**config.mk**
```make
export PLATFORM = sky130hd
export DESIGN_NAME = clock_source_control
export DESIGN_NICKNAME = d
export VERILOG_FILES = /design/src/logic/clock_source_control.v
export VERILOG_INCLUDE_DIRS = /design/src /design/src/include
export SDC_FILE = /design/constraint.sdc
export NUM_CORES = 1
export LEC_CHECK = 0
export BUFFER_PORTS_ARGS = -buffer_cell sky130_fd_sc_hd__buf_2
export CAP_MARGIN = 20
export CORE_ASPECT_RATIO = 2
export CORE_MARGIN = 2
export CORE_UTILIZATION = 40
export DETAILED_ROUTE_END_ITERATION = 10
export GPL_ROUTABILITY_DRIVEN = 0
export SYNTH_ARGS = -nofsm -noshare
export SYNTH_HDL_FRONTEND = slang
export SYNTH_SLANG_ARGS = --single-unit
```
**constraint.sdc**
```tcl
create_clock -name clk -period 4.7 [get_ports clk]
set_input_delay 0.705 -clock clk [delete_from_list [all_inputs] [get_ports clk]]
set_output_delay 0.705 -clock clk [all_outputs]
set_load 0.05 [all_outputs]
```
**src/include/clock_source_control_defines.vh**
```
/*
  register offsets, field positions, reset values and timing for the clock control block.
  assumes byte addresses on a 12-bit APB address; included by its bare name.
*/
`ifndef CLOCK_SOURCE_CONTROL_DEFINES_VH
`define CLOCK_SOURCE_CONTROL_DEFINES_VH
`define OFS_FAST_XTAL_START 12'h000
`define OFS_FAST_XTAL_STOP 12'h004
`define OFS_SLOW_START 12'h008
`define OFS_SLOW_STOP 12'h00C
`define OFS_CAL_TASK 12'h010
`define OFS_CT_START 12'h014
`define OFS_CT_STOP 12'h018
`define OFS_EV_FAST_STARTED 12'h100
`define OFS_EV_SLOW_STARTED 12'h104
`define OFS_EV_CAL_DONE 12'h10C
`define OFS_EV_CT_TIMEOUT 12'h110
`define OFS_EV_CT_STARTED 12'h128
`define OFS_EV_CT_STOPPED 12'h12C
`define OFS_IRQ_SET 12'h304
`define OFS_IRQ_CLEAR 12'h308
`define OFS_FAST_REQUESTED 12'h408
`define OFS_FAST_STATUS 12'h40C
`define OFS_SLOW_REQUESTED 12'h414
`define OFS_SLOW_STATUS 12'h418
`define OFS_SLOW_SNAPSHOT 12'h41C
`define OFS_SLOW_SELECT 12'h518
`define OFS_FAST_DEBOUNCE 12'h528
`define OFS_SLOW_DEBOUNCE 12'h52C
`define OFS_CT_INTERVAL 12'h538
// event index inside the event vector, and its enable bit position
`define EV_FAST_STARTED 0
`define EV_SLOW_STARTED 1
`define EV_CAL_DONE 2
`define EV_CT_TIMEOUT 3
`define EV_CT_STARTED 4
`define EV_CT_STOPPED 5
`define IEN_FAST_STARTED 0
`define IEN_SLOW_STARTED 1
`define IEN_CAL_DONE 3
`define IEN_CT_TIMEOUT 4
`define IEN_CT_STARTED 10
`define IEN_CT_STOPPED 11
// field positions
`define STATE_BIT 16
`define BYPASS_BIT 16
`define EXTERNAL_BIT 17
// source codes
`define SOURCE_RC 2'h0
`define SOURCE_XTAL 2'h1
`define SOURCE_SYNTH 2'h2
// reset values
`define FAST_DEBOUNCE_RESET 8'h10
`define SLOW_DEBOUNCE_RESET 4'h0
`define CT_INTERVAL_RESET 7'h00
// timing
`define CLK_MHZ 10
`define FAST_POWERUP_US 20
`define FAST_POWERUP_CYCLES (`FAST_POWERUP_US * `CLK_MHZ)
`define CAL_TIME_US 50
`define CAL_CYCLES (`CAL_TIME_US * `CLK_MHZ)
`endif

```
**src/logic/clock_source_control.v**
```verilog
/*
  clock control: fast clock sourcing, slow clock sourcing and sequencing, rc calibration
  and a count-down calibration timer, behind an APB slave with one wait state.
  assumes clock requests and power-off come in synchronous to clk; oscillator startup
  is modelled by counters, the oscillators themselves sit outside.
*/
// Register access over APB was chosen for this implementation.
// Functional notes
// - fast clock requested with crystal not started is taken from the internal oscillator
// - deliver fast clock only while requested; otherwise sit in power-saving state
// - crystal start/stop tasks; started event after power-up plus debounce time
// - crystal source runs from rc first, switches over, then raises started
// - slow stop task stops the slow clock
// - source 0 rc, 1 crystal, 2 synthesized; external and bypass normally clear
// - crystal with external set, bypass clear: low-swing clock on pin one
// - crystal with external and bypass set: full-swing clock; other mixes forbidden
// - synthesized slow clock derives from the fast clock and its accuracy
// - synthesized source in use keeps a standing fast clock request
// - after reset the rc oscillator is the slow source
// - power-off switches off slow controller and all slow sources
// - calibrate with rc running requests fast clock, then raises done
// - timer start loads interval, counts to 0, times out and stops itself
// - timer ignores tasks until it answers started or stopped
// - start while running or stop while stopped answers at once
// - enable bits set via set register, cleared via clear register, both read back
// - fast status shows source in bit 0 and running state
// - fast start requested reads 1 after start task, 0 otherwise
`include "clock_source_control_defines.vh"
`timescale 1ns/1ps
`default_nettype none
module clock_source_control #(
  parameter CT_TICK_CYCLES = 25000,
  parameter DEBOUNCE_UNIT = 16
) (
  input wire clk,
  input wire nrst,
  input wire psel,
  input wire penable,
  input wire pwrite,
  input wire [11:0] paddr,
  input wire [31:0] pwdata,
  output reg [31:0] prdata,
  output reg pready,
  output reg pslverr,
  input wire fastClockRequest,
  input wire systemOff,
  output reg fastClockEnable,
  output reg fastFromCrystal,
  output reg fastCrystalOn,
  output reg slowRcOn,
  output reg slowCrystalOn,
  output reg slowCrystalExternal,
  output reg slowCrystalBypass,
  output reg slowSynthOn,
  output reg [1:0] slowActiveSource,
  output reg irq
);
  localparam HX_OFF = 3'b001;
  localparam HX_START = 3'b010;
  localparam HX_RUN = 3'b100;
  localparam LF_OFF = 3'b001;
  localparam LF_WARM = 3'b010;
  localparam LF_RUN = 3'b100;
  localparam CT_STOPPED = 4'b0001;
  localparam CT_STARTING = 4'b0010;
  localparam CT_RUNNING = 4'b0100;
  localparam CT_STOPPING = 4'b1000;

  function [5:0] evenMap;
    input [31:0] v;
    begin
      evenMap = {v[`IEN_CT_STOPPED], v[`IEN_CT_STARTED], v[`IEN_CT_TIMEOUT],
                 v[`IEN_CAL_DONE], v[`IEN_SLOW_STARTED], v[`IEN_FAST_STARTED]};
    end
  endfunction

  function [31:0] evenUnmap;
    input [5:0] e;
    begin
      evenUnmap = 32'h0;
      evenUnmap[`IEN_FAST_STARTED] = e[`EV_FAST_STARTED];
      evenUnmap[`IEN_SLOW_STARTED] = e[`EV_SLOW_STARTED];
      evenUnmap[`IEN_CAL_DONE] = e[`EV_CAL_DONE];
      evenUnmap[`IEN_CT_TIMEOUT] = e[`EV_CT_TIMEOUT];
      evenUnmap[`IEN_CT_STARTED] = e[`EV_CT_STARTED];
      evenUnmap[`IEN_CT_STOPPED] = e[`EV_CT_STOPPED];
    end
  endfunction

  reg [2:0] hxState;
  reg [2:0] lfState;
  reg [3:0] ctState;
  reg [15:0] hxCount;
  reg [15:0] lfCount;
  reg [15:0] calCount;
  reg [31:0] ctTick;
  reg [6:0] ctCount;
  reg calActive;
  reg fastRequested;
  reg slowRequested;
  reg [5:0] events;
  reg [5:0] irqEnable;
  reg [1:0] selSource;
  reg selExternal;
  reg selBypass;
  reg [1:0] snapSource;
  reg snapExternal;
  reg snapBypass;
  reg [7:0] fastDebounce;
  reg [3:0] slowDebounce;
  reg [6:0] ctInterval;

  wire setupPhase = psel & penable & ~pready;
  wire accessDone = psel & penable & pready;
  wire wr = accessDone & pwrite;
  wire trig = wr & pwdata[0];
  // task pulses last exactly the completing cycle of the write
  wire tFastStart = trig && paddr == `OFS_FAST_XTAL_START;
  wire tFastStop = trig && paddr == `OFS_FAST_XTAL_STOP;
  wire tSlowStart = trig && paddr == `OFS_SLOW_START;
  wire tSlowStop = trig && paddr == `OFS_SLOW_STOP;
  wire tCal = trig && paddr == `OFS_CAL_TASK;
  wire tCtStart = trig && paddr == `OFS_CT_START;
  wire tCtStop = trig && paddr == `OFS_CT_STOP;

  // power-up plus debounce; debounce register scaled to clock cycles
  wire [31:0] hxStartFull = `FAST_POWERUP_CYCLES + fastDebounce * DEBOUNCE_UNIT;
  wire [31:0] lfStartFull = 32'h00000040 + slowDebounce * DEBOUNCE_UNIT;
  wire [31:0] calLoadFull = `CAL_CYCLES;
  // counters are 16 bits wide; larger debounce settings wrap
  wire [15:0] hxStartCycles = hxStartFull[15:0];
  wire [15:0] lfStartCycles = lfStartFull[15:0];
  wire hxDone = (hxState == HX_START) && (hxCount == 16'h0000);
  wire lfSwitch = (lfState == LF_WARM) && (lfCount == 16'h0000);
  wire lfImmediate = tSlowStart && (lfState == LF_OFF) && !systemOff && selSource != `SOURCE_XTAL;
  wire calStart = tCal && !calActive && lfState == LF_RUN && slowActiveSource == `SOURCE_RC;
  wire calDone = calActive && calCount == 16'h0000;
  wire ctTimeout = ctState == CT_RUNNING && ctCount == 7'h00;
  wire [5:0] evSet;
  reg [31:0] rdata;
  reg rdErr;

  // timer started/stopped answers come one cycle after the task, so the busy window is visible
  assign evSet[`EV_FAST_STARTED] = hxDone;
  assign evSet[`EV_SLOW_STARTED] = lfSwitch | lfImmediate;
  assign evSet[`EV_CAL_DONE] = calDone;
  assign evSet[`EV_CT_TIMEOUT] = ctTimeout;
  assign evSet[`EV_CT_STARTED] = ctState == CT_STARTING;
  assign evSet[`EV_CT_STOPPED] = ctState == CT_STOPPING;

  // fast crystal sequencing
  always @(posedge clk or negedge nrst) begin
    if (!nrst) begin
      hxState <= HX_OFF;
      hxCount <= 16'h0000;
      fastRequested <= 1'b0;
    end else begin
      if (tFastStart) begin
        fastRequested <= 1'b1;
      end else if (tFastStop) begin
        fastRequested <= 1'b0;
      end
      case (hxState)
        HX_OFF: begin
          if (tFastStart) begin
            hxState <= HX_START;
            hxCount <= hxStartCycles;
          end
        end
        HX_START: begin
          if (tFastStop) begin
            hxState <= HX_OFF;
          end else if (hxCount == 16'h0000) begin
            hxState <= HX_RUN;
          end else begin
            hxCount <= hxCount - 16'h0001;
          end
        end
        HX_RUN: begin
          if (tFastStop) begin
            hxState <= HX_OFF;
          end
        end
        default: hxState <= HX_OFF;
      endcase
    end
  end

  // slow clock sequencing
  always @(posedge clk or negedge nrst) begin
    if (!nrst) begin
      lfState <= LF_OFF;
      lfCount <= 16'h0000;
      slowRequested <= 1'b0;
      snapSource <= `SOURCE_RC;
      snapExternal <= 1'b0;
      snapBypass <= 1'b0;
      slowActiveSource <= `SOURCE_RC;
    end else if (systemOff) begin
      lfState <= LF_OFF;
      slowRequested <= 1'b0;
    end else begin
      if (tSlowStart) begin
        slowRequested <= 1'b1;
      end else if (tSlowStop) begin
        slowRequested <= 1'b0;
      end
      case (lfState)
        LF_OFF: begin
          if (tSlowStart) begin
            snapSource <= selSource;
            snapExternal <= selExternal;
            snapBypass <= selBypass;
            if (selSource == `SOURCE_XTAL) begin
              lfState <= LF_WARM;
              lfCount <= lfStartCycles;
              slowActiveSource <= `SOURCE_RC;
            end else begin
              lfState <= LF_RUN;
              slowActiveSource <= selSource;
            end
          end
        end
        LF_WARM: begin
          if (tSlowStop) begin
            lfState <= LF_OFF;
          end else if (lfCount == 16'h0000) begin
            lfState <= LF_RUN;
            slowActiveSource <= `SOURCE_XTAL;
          end else begin
            lfCount <= lfCount - 16'h0001;
          end
        end
        LF_RUN: begin
          if (tSlowStop) begin
            lfState <= LF_OFF;
          end
        end
        default: lfState <= LF_OFF;
      endcase
    end
  end

  // rc calibration; a stop during calibration is forbidden to software, here it ends calibration without a done event
  always @(posedge clk or negedge nrst) begin
    if (!nrst) begin
      calActive <= 1'b0;
      calCount <= 16'h0000;
    end else if (calStart) begin
      calActive <= 1'b1;
      calCount <= calLoadFull[15:0];
    end else if (calDone || lfState != LF_RUN) begin
      calActive <= 1'b0;
    end else if (calActive) begin
      calCount <= calCount - 16'h0001;
    end
  end

  // calibration timer; tasks are dropped while starting or stopping
  always @(posedge clk or negedge nrst) begin
    if (!nrst) begin
      ctState <= CT_STOPPED;
      ctCount <= 7'h00;
      ctTick <= 32'h0;
    end else begin
      case (ctState)
        CT_STOPPED: begin
          if (tCtStart) begin
            ctState <= CT_STARTING;
            ctCount <= ctInterval;
            ctTick <= 32'h0;
          end else if (tCtStop) begin
            ctState <= CT_STOPPING;
          end
        end
        CT_STARTING: begin
          ctState <= CT_RUNNING;
        end
        CT_STOPPING: begin
          ctState <= CT_STOPPED;
        end
        CT_RUNNING: begin
          if (tCtStop) begin
            ctState <= CT_STOPPING;
          end else if (tCtStart) begin
            ctState <= CT_STARTING;
          end else if (ctCount == 7'h00) begin
            ctState <= CT_STOPPED;
          end else if (ctTick == CT_TICK_CYCLES - 1) begin
            ctTick <= 32'h0;
            ctCount <= ctCount - 7'h01;
          end else begin
            ctTick <= ctTick + 32'h1;
          end
        end
        default: ctState <= CT_STOPPED;
      endcase
    end
  end

  // config, events and enables; a hardware set wins over a same-cycle software clear
  always @(posedge clk or negedge nrst) begin
    if (!nrst) begin
      events <= 6'h00;
      irqEnable <= 6'h00;
      selSource <= `SOURCE_RC;
      selExternal <= 1'b0;
      selBypass <= 1'b0;
      fastDebounce <= `FAST_DEBOUNCE_RESET;
      slowDebounce <= `SLOW_DEBOUNCE_RESET;
      ctInterval <= `CT_INTERVAL_RESET;
    end else begin
      if (wr && paddr == `OFS_EV_FAST_STARTED) begin
        events[`EV_FAST_STARTED] <= pwdata[0] | evSet[`EV_FAST_STARTED];
      end else begin
        events[`EV_FAST_STARTED] <= events[`EV_FAST_STARTED] | evSet[`EV_FAST_STARTED];
      end
      if (wr && paddr == `OFS_EV_SLOW_STARTED) begin
        events[`EV_SLOW_STARTED] <= pwdata[0] | evSet[`EV_SLOW_STARTED];
      end else begin
        events[`EV_SLOW_STARTED] <= events[`EV_SLOW_STARTED] | evSet[`EV_SLOW_STARTED];
      end
      if (wr && paddr == `OFS_EV_CAL_DONE) begin
        events[`EV_CAL_DONE] <= pwdata[0] | evSet[`EV_CAL_DONE];
      end else begin
        events[`EV_CAL_DONE] <= events[`EV_CAL_DONE] | evSet[`EV_CAL_DONE];
      end
      if (wr && paddr == `OFS_EV_CT_TIMEOUT) begin
        events[`EV_CT_TIMEOUT] <= pwdata[0] | evSet[`EV_CT_TIMEOUT];
      end else begin
        events[`EV_CT_TIMEOUT] <= events[`EV_CT_TIMEOUT] | evSet[`EV_CT_TIMEOUT];
      end
      if (wr && paddr == `OFS_EV_CT_STARTED) begin
        events[`EV_CT_STARTED] <= pwdata[0] | evSet[`EV_CT_STARTED];
      end else begin
        events[`EV_CT_STARTED] <= events[`EV_CT_STARTED] | evSet[`EV_CT_STARTED];
      end
      if (wr && paddr == `OFS_EV_CT_STOPPED) begin
        events[`EV_CT_STOPPED] <= pwdata[0] | evSet[`EV_CT_STOPPED];
      end else begin
        events[`EV_CT_STOPPED] <= events[`EV_CT_STOPPED] | evSet[`EV_CT_STOPPED];
      end
      if (wr && paddr == `OFS_IRQ_SET) begin
        irqEnable <= irqEnable | evenMap(pwdata);
      end else if (wr && paddr == `OFS_IRQ_CLEAR) begin
        irqEnable <= irqEnable & ~evenMap(pwdata);
      end
      // written while running is a software fault; the running source keeps its snapshot
      if (wr && paddr == `OFS_SLOW_SELECT) begin
        selSource <= pwdata[1:0];
        selExternal <= pwdata[`EXTERNAL_BIT];
        selBypass <= pwdata[`BYPASS_BIT];
      end
      if (wr && paddr == `OFS_FAST_DEBOUNCE) begin
        fastDebounce <= pwdata[7:0];
      end
      if (wr && paddr == `OFS_SLOW_DEBOUNCE) begin
        slowDebounce <= pwdata[3:0];
      end
      if (wr && paddr == `OFS_CT_INTERVAL) begin
        ctInterval <= pwdata[6:0];
      end
    end
  end

  // read decode
  always @* begin
    rdata = 32'h0;
    rdErr = 1'b0;
    if (paddr[11:5] == 7'h00 && paddr[4:0] <= 5'h18 && paddr[1:0] == 2'b00) begin
      rdata = 32'h0;
    end else if (paddr == `OFS_EV_FAST_STARTED) begin
      rdata = {31'h0, events[`EV_FAST_STARTED]};
    end else if (paddr == `OFS_EV_SLOW_STARTED) begin
      rdata = {31'h0, events[`EV_SLOW_STARTED]};
    end else if (paddr == `OFS_EV_CAL_DONE) begin
      rdata = {31'h0, events[`EV_CAL_DONE]};
    end else if (paddr == `OFS_EV_CT_TIMEOUT) begin
      rdata = {31'h0, events[`EV_CT_TIMEOUT]};
    end else if (paddr == `OFS_EV_CT_STARTED) begin
      rdata = {31'h0, events[`EV_CT_STARTED]};
    end else if (paddr == `OFS_EV_CT_STOPPED) begin
      rdata = {31'h0, events[`EV_CT_STOPPED]};
    end else if (paddr == `OFS_IRQ_SET || paddr == `OFS_IRQ_CLEAR) begin
      rdata = evenUnmap(irqEnable);
    end else if (paddr == `OFS_FAST_REQUESTED) begin
      rdata = {31'h0, fastRequested};
    end else if (paddr == `OFS_FAST_STATUS) begin
      rdata[0] = fastFromCrystal;
      rdata[`STATE_BIT] = fastClockEnable;
    end else if (paddr == `OFS_SLOW_REQUESTED) begin
      rdata = {31'h0, slowRequested};
    end else if (paddr == `OFS_SLOW_STATUS) begin
      rdata[1:0] = slowActiveSource;
      rdata[`STATE_BIT] = lfState != LF_OFF;
    end else if (paddr == `OFS_SLOW_SNAPSHOT) begin
      rdata[1:0] = snapSource;
      rdata[`BYPASS_BIT] = snapBypass;
      rdata[`EXTERNAL_BIT] = snapExternal;
    end else if (paddr == `OFS_SLOW_SELECT) begin
      rdata[1:0] = selSource;
      rdata[`BYPASS_BIT] = selBypass;
      rdata[`EXTERNAL_BIT] = selExternal;
    end else if (paddr == `OFS_FAST_DEBOUNCE) begin
      rdata = {24'h0, fastDebounce};
    end else if (paddr == `OFS_SLOW_DEBOUNCE) begin
      rdata = {28'h0, slowDebounce};
    end else if (paddr == `OFS_CT_INTERVAL) begin
      rdata = {25'h0, ctInterval};
    end else begin
      rdErr = 1'b1;
    end
  end

  // APB answer: one wait state, data and error settle with pready
  always @(posedge clk or negedge nrst) begin
    if (!nrst) begin
      pready <= 1'b0;
      prdata <= 32'h0;
      pslverr <= 1'b0;
    end else begin
      pready <= setupPhase;
      pslverr <= setupPhase & rdErr;
      if (setupPhase && !pwrite) begin
        prdata <= rdata;
      end
    end
  end

  // clock outputs; fast clock only while someone needs it, else it idles
  always @(posedge clk or negedge nrst) begin
    if (!nrst) begin
      fastClockEnable <= 1'b0;
      fastFromCrystal <= 1'b0;
      fastCrystalOn <= 1'b0;
      slowRcOn <= 1'b0;
      slowCrystalOn <= 1'b0;
      slowCrystalExternal <= 1'b0;
      slowCrystalBypass <= 1'b0;
      slowSynthOn <= 1'b0;
      irq <= 1'b0;
    end else begin
      fastClockEnable <= fastClockRequest | calActive | slowSynthOn;
      fastFromCrystal <= hxState == HX_RUN;
      fastCrystalOn <= hxState != HX_OFF;
      // rc also runs while the crystal warms up, it carries the slow clock meanwhile
      slowRcOn <= !systemOff && (lfState == LF_WARM ||
                  (lfState == LF_RUN && snapSource == `SOURCE_RC));
      slowCrystalOn <= !systemOff && lfState != LF_OFF && snapSource == `SOURCE_XTAL;
      slowCrystalExternal <= snapSource == `SOURCE_XTAL && snapExternal;
      slowCrystalBypass <= snapSource == `SOURCE_XTAL && snapExternal && snapBypass;
      slowSynthOn <= !systemOff && lfState == LF_RUN && snapSource == `SOURCE_SYNTH;
      irq <= |(events & irqEnable);
    end
  end
endmodule // clock_source_control
`default_nettype wire

```
==> run metrics <==
status complete, no violations; commonest non-fill, non-tap cell in the layout dfrtp_1; largest area contributor in the netlist dfrtp_1; register area share after synthesis 0.446; Psw 0.712 mW; Comb pwr share 0.047; die height 219 um; total gr overflow 0; clock skew ~0.0094 ns; Reg clk slew, reported paths roughly 0.070 ns; largest net degree at the start of global routing 86; met2 WL about 14 mm; worst setup margin around 1.7 ns; IO Count 96; Synth area leaders dfrtp_1, o21ai_0, nand2_1; reg2reg start hxCount[0]$_DFFE_PN0P_; pre-CTS setup slack 1.36 ns; Initial Util 0.407; Synth Register Bits ~160; CP startpoint kind flop; asr flop ratio synth 1.00; Root Driver clkbuf_16; Final Non-Filler Cells 1338; final core area utilization 0.453; Synth top area share 0.435; Main synth FF type dfrtp_1; CTS tree yes; flop-to-flop setup slack roughly 1.7 ns; initial antenna violation count 0; Switching Share 0.235; M1 wire length ~9.3 mm; CTS max path bufs 2; fin. max-slew vios 0; via count 7820; worst r2r dst hxCount[2]$_DFFE_PN0P_; Post-CTS Setup Inserts 0; CTS H-tree lvls 4; overall power just over 3 mW; yosys warns 0; # clock sinks 164; unrepaired setup endpoints after global routing no; CP Class flop to flop; Post-Syn Area ~9200 um^2; Pint approximately 2.3 mW; worst-skew pair later-pin latency between 0.4 and 0.5 ns; Slew @ Worst Pin between 1 and 1.5 ns; Avg Cell Area, Syn just over 9 um^2; worst r2r path cells 9; core region area 22600 um^2; hold_buf cts 0; WP data required a little over 5 ns; Pre-Repair DR Iteration Count 7; Crit path arrival time around 3.3 ns; share of layout cells above drive strength 1 0.153; worst-path maximum fanout 17; PwrDens 295 nW/um^2; placed insts 1307; Avg WL per Cell about 19 um; Clk network pwr share 0.485; post-route cell area 10300 um^2; CTS resizes 0; Finish-stage setup viols 0; Synth cell types a little over 80; worst hold path type input pin to asynchronous set/reset pin; Lkg Pwr about 4.4 nW; gr usage total 0.211; Reg power frac 0.468; FP Rows 78; number of remaining DRC errors 0; element type at the critical path end flop; Final Hold Viols 0; maximum VDD drop ~0.25 mV; final period utilization 0.642; Final ANT Viol Nets 0; die width 111 um; Max-Cap Viols 0; most frequent cells in the layout dfrtp_1, o21ai_0, nand2_1, nor2_1, buf_2; Area growth syn-to-layout 11.4%; Starting DRT DRC Count approximately 400; hold slack approximately 0.30 ns; routed vias/inst 5.84; total CTS buffers 17; max layer used met4; Final HPWL DP between 15 and 20 mm; Post-Place Cell Area slightly below 10000 um^2; Cells after Synth ~1000; n_diodes 0; vias in the first global route between 7000 and 8000; setup TNS 0 ns; Layout Nets about 1100; Post-Route WL 25.2 mm; first-pass GRT wire length between 40 and 50 mm; relative slew slack 0.272; FMAX about 330 MHz; buffers added on ports 55; Die ar. about 24000 um^2; Post-synth EDFFs 0; met3 wire length around 980 um; Tmin final between 3 and 4 ns
flip-flops by register name, indices dropped and copies added (netlist names), 4 cells and up, named ones only:
name,count
prdata,12
ctCount,7
ctState,4
ctInterval,7
ctTick,32
calCount,16
fastDebounce,8
hxCount,16
events,6
slowDebounce,4
lfCount,16
cells in the mapped netlist (all sizes together) (4+ instances only):
cell type / count
clkbuf: 31
a31oi: 19
a22o: 5
a221oi: 4
nor4b: 9
nor4: 17
nor2b: 5
xor2: 9
nand2: 101
or3: 17
or4: 9
buf: 36
mux2i: 9
o211ai: 8
and4: 9
o31ai: 28
o41ai: 7
and2: 6
dfstp: 4
a211oi: 6
nand2b: 14
and3: 14
a22oi: 15
xnor2: 12
inv: 25
nand4: 6
dfrtp: 160
nor3b: 9
a21oi: 39
mux2: 32
nand3: 41
ha: 8
o21ai: 122
or2: 6
nor3: 36
o22ai: 5
nor2: 87
cells by family after synthesis:
kind of cell / share of synthesized area
other cells: 0.000407
mux: 0.0489
simple gates: 0.233
flops: 0.446
compound gates: 0.190
xor+xnor: 0.0200
fa+ha+maj: 0.0109
buf+inv: 0.0503
power by group through the flow:
stage / Sequential (mW) / Clock [mW] / Combinational [mW]
floorplan: 1.45 / 0 / 0.0862
global placement: 1.45 / 0 / 0.142
detailed placement: 1.45 / 0 / 0.143
CTS: 1.42 / 1.51 / 0.144
global route: 1.42 / 1.56 / 0.155
finish: 1.42 / 1.47 / 0.143
layout make-up:
type	count	area (um^2)
fill	2262	12400
multi-input combinational	773	4720
sequential	164	4110
clock buffer	20	467
timing repair buffer	65	369
tap	280	350
clock inverter	11	151
inverter	25	96.3
worst max-delay path, cell delays in order, from the launching register on:
cell and delay [ns]:
dfrtp_1 0.42, inv_1 0.07, ha_1 0.18, nor4b_1 0.53
nand4b_1 0.40, or4_1 0.70, o21ai_4 0.25, inv_4 0.12
nand2_2 0.14, o21ai_0 0.09
layer usage:
metal / up-vias / GRT usage
li1: 3761 / -
met1: 3796 / 0.216
met2: 204 / 0.400
met3: 59 / 0.0430
met4: 0 / 0.111
met5: - / 0
how the worst max path moves through the flow:
stage | slack (ns) | startpoint | depth (start not counted) | to
floorplan | 2.05 | paddr[4] | 9 | hxCount[13]$_DFFE_PN0P_
detailed placement | 1.36 | paddr[2] | 8 | hxCount[13]$_DFFE_PN0P_
global placement | 1.38 | paddr[2] | 8 | hxCount[13]$_DFFE_PN0P_
CTS | 1.68 | hxCount[0]$_DFFE_PN0P_ | 9 | hxCount[2]$_DFFE_PN0P_
global route | 1.42 | hxCount[0]$_DFFE_PN0P_ | 9 | hxCount[0]$_DFFE_PN0P_
finish | 1.68 | hxCount[0]$_DFFE_PN0P_ | 9 | hxCount[2]$_DFFE_PN0P_
No activity file was read; power rests on OpenSTA's default activity.
